==> config.mk <==
export PLATFORM = sky130hd
export DESIGN_NAME = eit_timer
export DESIGN_NICKNAME = d
export VERILOG_FILES = /design/src/shared/eit_pkg.sv /design/src/shared/eit_tick_if.sv /design/src/hdl/eit_prescaler.sv /design/src/hdl/eit_timer.sv
export VERILOG_INCLUDE_DIRS = /design/src /design/src/shared
export SDC_FILE = /design/constraint.sdc
export NUM_CORES = 1
export LEC_CHECK = 0
export BUFFER_PORTS_ARGS = -buffer_cell sky130_fd_sc_hd__buf_2
export CORE_MARGIN = 8
export CORE_UTILIZATION = 40
export CTS_CLUSTER_SIZE = 16
export DETAILED_ROUTE_END_ITERATION = 16
export HOLD_SLACK_MARGIN = 0.1
export PLACE_DENSITY = 0.67
export SLEW_MARGIN = 20
export SYNTH_ARGS = -nofsm -noshare
export SYNTH_HDL_FRONTEND = slang
export SYNTH_SLANG_ARGS = --single-unit
==> constraint.sdc <==
create_clock -name clock -period 3.7 [get_ports clock]
set_input_delay 0 -clock clock [delete_from_list [all_inputs] [get_ports clock]]
set_output_delay 0 -clock clock [all_outputs]
set_load 0.01 [all_outputs]
==> src/shared/eit_regs.svh <==
// Purpose: register offsets, field positions and reset values of the interval timer
// Assumes: byte-wide special function register port, addresses as printed
// Notes:   compare and count registers get offsets of our own
`ifndef EIT_REGS_SVH
`define EIT_REGS_SVH

// ----------------------------------------------------------------
// register offsets
// ----------------------------------------------------------------
`define EIT_ADDR_MODE_CONTROL   16'hff78
`define EIT_ADDR_CLOCK_SELECT   16'hff79
`define EIT_ADDR_COMPARE_VALUE  16'hff7a
`define EIT_ADDR_COUNT_VALUE    16'hff7b

// ----------------------------------------------------------------
// field positions and masks
// ----------------------------------------------------------------
`define EIT_BIT_COUNT_ENABLE    7
`define EIT_BIT_TOGGLE_ENABLE   1
`define EIT_MODE_WRITE_MASK     8'h82
`define EIT_SEL_WRITE_MASK      8'h07

// ----------------------------------------------------------------
// reset values
// ----------------------------------------------------------------
`define EIT_RST_MODE_CONTROL    8'h00
`define EIT_RST_CLOCK_SELECT    8'h00
`define EIT_RST_COMPARE_VALUE   8'h00
`define EIT_RST_COUNT_VALUE     8'h00

// ----------------------------------------------------------------
// prescaler tap positions (divide by 2^(n+1) taps bit n)
// ----------------------------------------------------------------
`define EIT_TAP_DIV8            3'h2
`define EIT_TAP_DIV16           3'h3
`define EIT_TAP_DIV32           3'h4
`define EIT_TAP_DIV128          4'h6
`define EIT_TAP_DIV512          4'h8
`define EIT_TAP_DIV2048         4'ha

`endif

==> src/shared/eit_pkg.sv <==
// Purpose: types shared by the interval timer modules
// Assumes: nothing
// Notes:   constants live in eit_regs.svh
package eit_pkg;

   // ----------------------------------------------------------------
   // clock select codes
   // ----------------------------------------------------------------
   typedef enum logic [2:0] {
      EIT_SEL_OFF0   = 3'h0,
      EIT_SEL_OFF1   = 3'h1,
      EIT_SEL_DIV8   = 3'h2,
      EIT_SEL_DIV16  = 3'h3,
      EIT_SEL_DIV32  = 3'h4,
      EIT_SEL_DIV128 = 3'h5,
      EIT_SEL_DIV512 = 3'h6,
      EIT_SEL_DIV2K  = 3'h7
   } eit_sel_t;

   typedef logic [7:0] eit_byte_t;

endpackage

==> src/shared/eit_tick_if.sv <==
// Purpose: carries prescaler control and tick between timer modules
// Assumes: single clock domain
// Notes:   run clears the prescaler when low
`timescale 1ns/100ps
interface eit_tick_if;
   import eit_pkg::*;
   logic     run;
   eit_sel_t sel;
   logic     tick;

   modport core (output run, output sel, input tick);
   modport pre  (input run, input sel, output tick);
endinterface

==> src/hdl/eit_prescaler.sv <==
// Purpose: divides the system clock and emits one-cycle count ticks
// Assumes: sel is held steady while run is high
// Notes:   prohibited codes give no tick
`timescale 1ns/100ps
`include "eit_regs.svh"
module eit_prescaler #(
   parameter int DIV_WIDTH = 11
) (
   input  wire logic clock,
   input  wire logic sys_rst,
   input  wire logic clk_en,
   eit_tick_if.pre   tk
);
   import eit_pkg::*;

   logic [DIV_WIDTH-1:0] div_q, div_d;
   logic                 tap_q, tap_d;
   logic                 tick_q, tick_d;

   // tap index for a select code
   function automatic logic [3:0] tap_of(input eit_sel_t s);
      unique case (s)
         EIT_SEL_DIV8:   tap_of = 4'(`EIT_TAP_DIV8);
         EIT_SEL_DIV16:  tap_of = 4'(`EIT_TAP_DIV16);
         EIT_SEL_DIV32:  tap_of = 4'(`EIT_TAP_DIV32);
         EIT_SEL_DIV128: tap_of = `EIT_TAP_DIV128;
         EIT_SEL_DIV512: tap_of = `EIT_TAP_DIV512;
         EIT_SEL_DIV2K:  tap_of = `EIT_TAP_DIV2048;
         default:        tap_of = 4'h0;
      endcase
   endfunction

   // next divider, tap and tick; a tick on each falling edge of the tap while run is high and the select code is legal
   always_comb begin
      logic legal;
      legal  = (tk.sel != EIT_SEL_OFF0) && (tk.sel != EIT_SEL_OFF1);
      div_d  = tk.run ? div_q + 1'b1 : '0;
      tap_d  = tk.run ? div_q[tap_of(tk.sel)] : 1'b0;
      tick_d = tk.run && legal && tap_q && !div_q[tap_of(tk.sel)];
   end

   // registers
   always_ff @(posedge clock) begin
      if (sys_rst) begin
         div_q  <= '0;
         tap_q  <= 1'b0;
         tick_q <= 1'b0;
      end else if (clk_en) begin
         div_q  <= div_d;
         tap_q  <= tap_d;
         tick_q <= tick_d;
      end
   end

   assign tk.tick = tick_q && clk_en;
endmodule

==> src/hdl/eit_timer.sv <==
// Purpose: 8-bit interval timer with compare, interrupt and output toggle
// Assumes: byte register port; software stops the timer before reconfiguring
// Notes:   match pulse and toggle output feed interrupt and meter logic
//
// Function
// match raises request, clears counter, keeps counting
// period is compare value plus one ticks
// compare register written only as whole byte
// reset loads compare register with zero
// counter readable as byte, reset to zero
// select code picks prescaled count clock
// software stops timer before changing select
// enable bit starts counting; clearing clears counter
// toggle enable bit lets match invert output
// software stops timer before writing mode register
// software writes zero to unused mode bits
// mode register resets to zero
// software sets toggle enable for meter clock
// counter advances per tick; output starts low
`timescale 1ns/100ps
`include "eit_regs.svh"
module eit_timer (
   input  wire logic              clock,
   input  wire logic              sys_rst,
   input  wire logic              clk_en,
   input  wire logic [15:0]       reg_addr,
   input  wire logic              reg_wr,
   input  wire eit_pkg::eit_byte_t reg_wdata,
   output      eit_pkg::eit_byte_t reg_rdata,
   output      logic              interval_match_irq,
   output      logic              toggle_out
);
   import eit_pkg::*;

   // ----------------------------------------------------------------
   // state
   // ----------------------------------------------------------------
   eit_byte_t mode_q, mode_d;
   eit_byte_t sel_q, sel_d;
   eit_byte_t cmp_q, cmp_d;
   eit_byte_t cnt_q, cnt_d;
   eit_byte_t rdata_q, rdata_d;
   logic      irq_q, irq_d;
   logic      tog_q, tog_d;
   logic      run;
   logic      match;

   eit_tick_if tk ();

   // prescaler shares the system clock with the core
   eit_prescaler #(
      .DIV_WIDTH (11)
   ) u_pre (
      .clock   (clock),
      .sys_rst (sys_rst),
      .clk_en  (clk_en),
      .tk      (tk)
   );

   assign run    = mode_q[`EIT_BIT_COUNT_ENABLE];
   assign tk.run = run;
   assign tk.sel = eit_sel_t'(sel_q[2:0]);

   // compare on a tick: the tick that arrives while the counter equals compare clears it
   assign match = run && tk.tick && (cnt_q == cmp_q);

   // ----------------------------------------------------------------
   // register writes
   // ----------------------------------------------------------------
   always_comb begin
      mode_d = mode_q;
      sel_d  = sel_q;
      cmp_d  = cmp_q;
      if (reg_wr) begin
         unique case (reg_addr)
            `EIT_ADDR_MODE_CONTROL:  mode_d = reg_wdata & `EIT_MODE_WRITE_MASK;
            `EIT_ADDR_CLOCK_SELECT:  sel_d  = reg_wdata & `EIT_SEL_WRITE_MASK;
            `EIT_ADDR_COMPARE_VALUE: cmp_d  = reg_wdata;
            default: ;
         endcase
      end
   end

   // ----------------------------------------------------------------
   // counter, interrupt and toggle
   // ----------------------------------------------------------------
   always_comb begin
      cnt_d = cnt_q;
      irq_d = 1'b0;
      tog_d = tog_q;
      if (!run) begin
         cnt_d = '0;
      end else if (match) begin
         cnt_d = '0;
         irq_d = 1'b1;
         if (mode_q[`EIT_BIT_TOGGLE_ENABLE]) begin
            tog_d = !tog_q;
         end
      end else if (tk.tick) begin
         cnt_d = cnt_q + 8'h01;
      end
   end

   // ----------------------------------------------------------------
   // read mux, registered
   // ----------------------------------------------------------------
   always_comb begin
      unique case (reg_addr)
         `EIT_ADDR_MODE_CONTROL:  rdata_d = mode_q;
         `EIT_ADDR_CLOCK_SELECT:  rdata_d = sel_q;
         `EIT_ADDR_COMPARE_VALUE: rdata_d = cmp_q;
         `EIT_ADDR_COUNT_VALUE:   rdata_d = cnt_q;
         default:                 rdata_d = 8'h00;
      endcase
   end

   // registers with reset values
   always_ff @(posedge clock) begin
      if (sys_rst) begin
         mode_q  <= `EIT_RST_MODE_CONTROL;
         sel_q   <= `EIT_RST_CLOCK_SELECT;
         cmp_q   <= `EIT_RST_COMPARE_VALUE;
         cnt_q   <= `EIT_RST_COUNT_VALUE;
         rdata_q <= 8'h00;
         irq_q   <= 1'b0;
         tog_q   <= 1'b0;
      end else if (clk_en) begin
         mode_q  <= mode_d;
         sel_q   <= sel_d;
         cmp_q   <= cmp_d;
         cnt_q   <= cnt_d;
         rdata_q <= rdata_d;
         irq_q   <= irq_d;
         tog_q   <= tog_d;
      end
   end

   assign reg_rdata          = rdata_q;
   assign interval_match_irq = irq_q && clk_en;
   assign toggle_out         = tog_q;
endmodule

==> impl_metrics.tcl <==
set metrics [dict create \
    outcome "complete, no violations" \
    end_kind "flop" \
    max_slew_margin_pct 32.4 \
    routed_wl_mm 5.21 \
    gp_congestion 0.854 \
    io_pins 38 \
    synth.area.top_cells "dfxtp_1 (38%), a21oi_1 (6.2%), nand3_1 (5.1%)" \
    drt_iter0_drc 108 \
    cts_root_buf "clkbuf_8" \
    clk_latency_ps 300 \
    drt_pass1_iterations 4 \
    fmax_mhz 611 \
    finalCriticalPeriod_ps 1640 \
    die_w_um 92.6 \
    critPathRequiredTime_ps 3890 \
    drive_above_1_share_pct 19.7 \
    hold_class "in -> reg" \
    ys_warn_count 0 \
    hp-start "reg_addr[9]" \
    cts_htree_levels 2 \
    core_area_mm2 0.00578 \
    crit_type "reg -> reg" \
    syn-num-nets 297 \
    mostFrequentLayoutCells "dfxtp_1 (44), buf_2 (37), a21oi_1 (29), nand3_1 (24), nand2_1 (20)" \
    cts_tree "built" \
    finalSetupViolCount 0 \
    rrSetupSlack_ps 2060 \
    whs_path_depth 5 \
    hpwlAfterDp_mm 3.76 \
    maxCapViolations 0 \
    tns_ps 0 \
    async_flop_share_pct 0 \
    critPathMaxStageDelay_ps 470 \
    multi_input_area_mm2 0.00133 \
    skew_ps 6.83 \
    rows 28 \
    numCtsBuffers 5 \
    fillers 564 \
    hold-path-endpoint "sel_q[2]" \
    worst-path-buf-inv 0 \
    diodes 0 \
    ant_nets 0 \
    finalHoldViolCount 0 \
    fin_nets 333 \
    grt_max_degree 40 \
    drc_errors 0 \
    synth_top_flop_cell "dfxtp_1" \
    syn_to_final_growth_pct 15.2 \
    initial_core_util_pct 40.6 \
    fp.dieH_um 92.6 \
    grt-ovfl-total 0 \
    cp.arrival_ps 1820 \
    avgViaCountPerCell 5.27 \
    die_area_mm2 0.00858 \
    final_util_pct 46.8 \
    reg2regPathDepth 4 \
    fin_area_mm2 0.00271 \
    wire_per_inst_um 13.8 \
    post_dp_cell_area_mm2 0.00249 \
    yosysSeqAreaShare_pct 37.5 \
    path_delay_family "simple AND/OR/NAND/NOR gates" \
    synth-edff-count 0 \
    io_buffer_count 37 \
    grt_usage_pct 12.6 \
    period_share_pct 44.2 \
    syn_inst 267 \
    peakVddDrop_mv 0.212 \
    path_clk_slew_ps 90 \
    yosys.cell_types.count 48 \
    synth_top_area_share_pct 37.5 \
    path_cells "xnor2_1 -> nand4_1 -> nor3_1 -> mux2_1" \
    slew_violations 0 \
    cts.sinks 44 \
    final_common_cell "dfxtp_1" \
    synth_top_cell_by_area "dfxtp_1" \
    grt_antenna_before_repair 0 \
    slowest_stage "dfxtp_1" \
    p_leak_uw 0.000968 \
    worst_pin_slew_ps 1010 \
    p_per_area_mw_per_mm2 339 \
    vias 1999 \
    synth-seq-cells 44 \
    r2r_start "cnt_q[2]" \
    ctsResizeCount 0 \
    path_max_fanout 8 \
    syn-cell-area_mm2 0.00235 \
    regArea_um2 881 \
    rsz0062_at_grt "false" \
    grt_pass1_wl_mm 8.98 \
    startpoint_type "flop" \
    rr_endpoint "toggle_out" \
    cts_buffer_depth 2 \
    syn_avg_cell_area_um2 8.80 \
    first_global_vias 1918 \
]
metrics by stage:
stage	hold slack, ps	worst slack, ps	power (uW)	cells
final	188	2060	918	379
after global routing	188	1890	959	379
after CTS	170	2060	931	379
after detailed placement	267	2070	537	362
after global placement	270	2100	537	362
after floorplan	149	2270	517	267
cells by family after synthesis:
| logic type | after synthesis | synth area share (%) |
|---|---|---|
| DFF | 44 | 37.5 |
| buffers and inverters | 19 | 6.02 |
| xor gates and xnor gates | 20 | 7.46 |
| adders and majority gates | 2 | 1.07 |
| muxes | 11 | 6.13 |
| AOI/OAI and AO/OA | 62 | 14.8 |
| and+or+nand+nor | 109 | 27.1 |
what timing repair did:
action / 4_1_cts / 5_1_grt
endpoints found under the hold margin: 17 / 0
setup endpoints to repair: 0 / 0
setup buffers: 0 / 0
hold buffers: 9 / 0
synthesized netlist by cell type (7+ instances only):
library cell   n
nand4_1       10
dfxtp_1       44
nand2b_1      11
a21oi_1       29
xor2_1         7
nand3_1       24
xnor2_1       13
nor2_1        15
o21ai_1       11
nand2_1       20
o21ai_0       10
how the worst max path moves through the flow:
stage / from / to / slack (ps) / depth (start not counted)
after floorplan: cnt_q[5] / toggle_out / 2270 / 5
after global placement: cnt_q[2] / toggle_out / 2100 / 4
after detailed placement: cnt_q[3] / toggle_out / 2070 / 4
after CTS: cnt_q[3] / toggle_out / 2060 / 4
after global routing: cnt_q[2] / cnt_q[7] / 1890 / 4
final: cnt_q[2] / toggle_out / 2060 / 4
layer usage:
metal | part of all wire (%) | global-route usage (%) | up-vias
met5 | 0 | 0 | -
met4 | 1.6 | 5.23 | 0
met3 | 4.6 | 2.75 | 8
met2 | 45 | 19.2 | 46
met1 | 49 | 16.9 | 908
li1 | - | - | 1037
area by class of cell:
type                            instances  area share [%]
Inverter                                2           0.278
Multi-Input combinational cell        204            49.0
Clock inverter                          2            1.43
Timing Repair Buffer                   46            10.2
Tap cell                               75            3.47
Sequential cell                        44            32.6
Clock buffer                            6            3.05
where the power goes:
| group | internal (uW) | switching, uW |
|---|---|---|
| Sequential | 474 | 0.814 |
| Clock | 221 | 165 |
| Combinational | 25.4 | 32.8 |
sequential cells by signal, summed over array words and instances (netlist names):
signal        count
cmp_q             8
cnt_q             8
irq_q             1
mode_q            2
reg_rdata         8
sel_q             3
toggle_out        1
u_pre.div_q      11
u_pre.tap_q       1
u_pre.tick_q      1
tightest hold or removal path: stages:
cell and delay (ps):
buf_2 110, nand4_4 70, nor4_4 100, nand3_1 100, a21oi_1 50
Power figures use the tool's default switching activity.
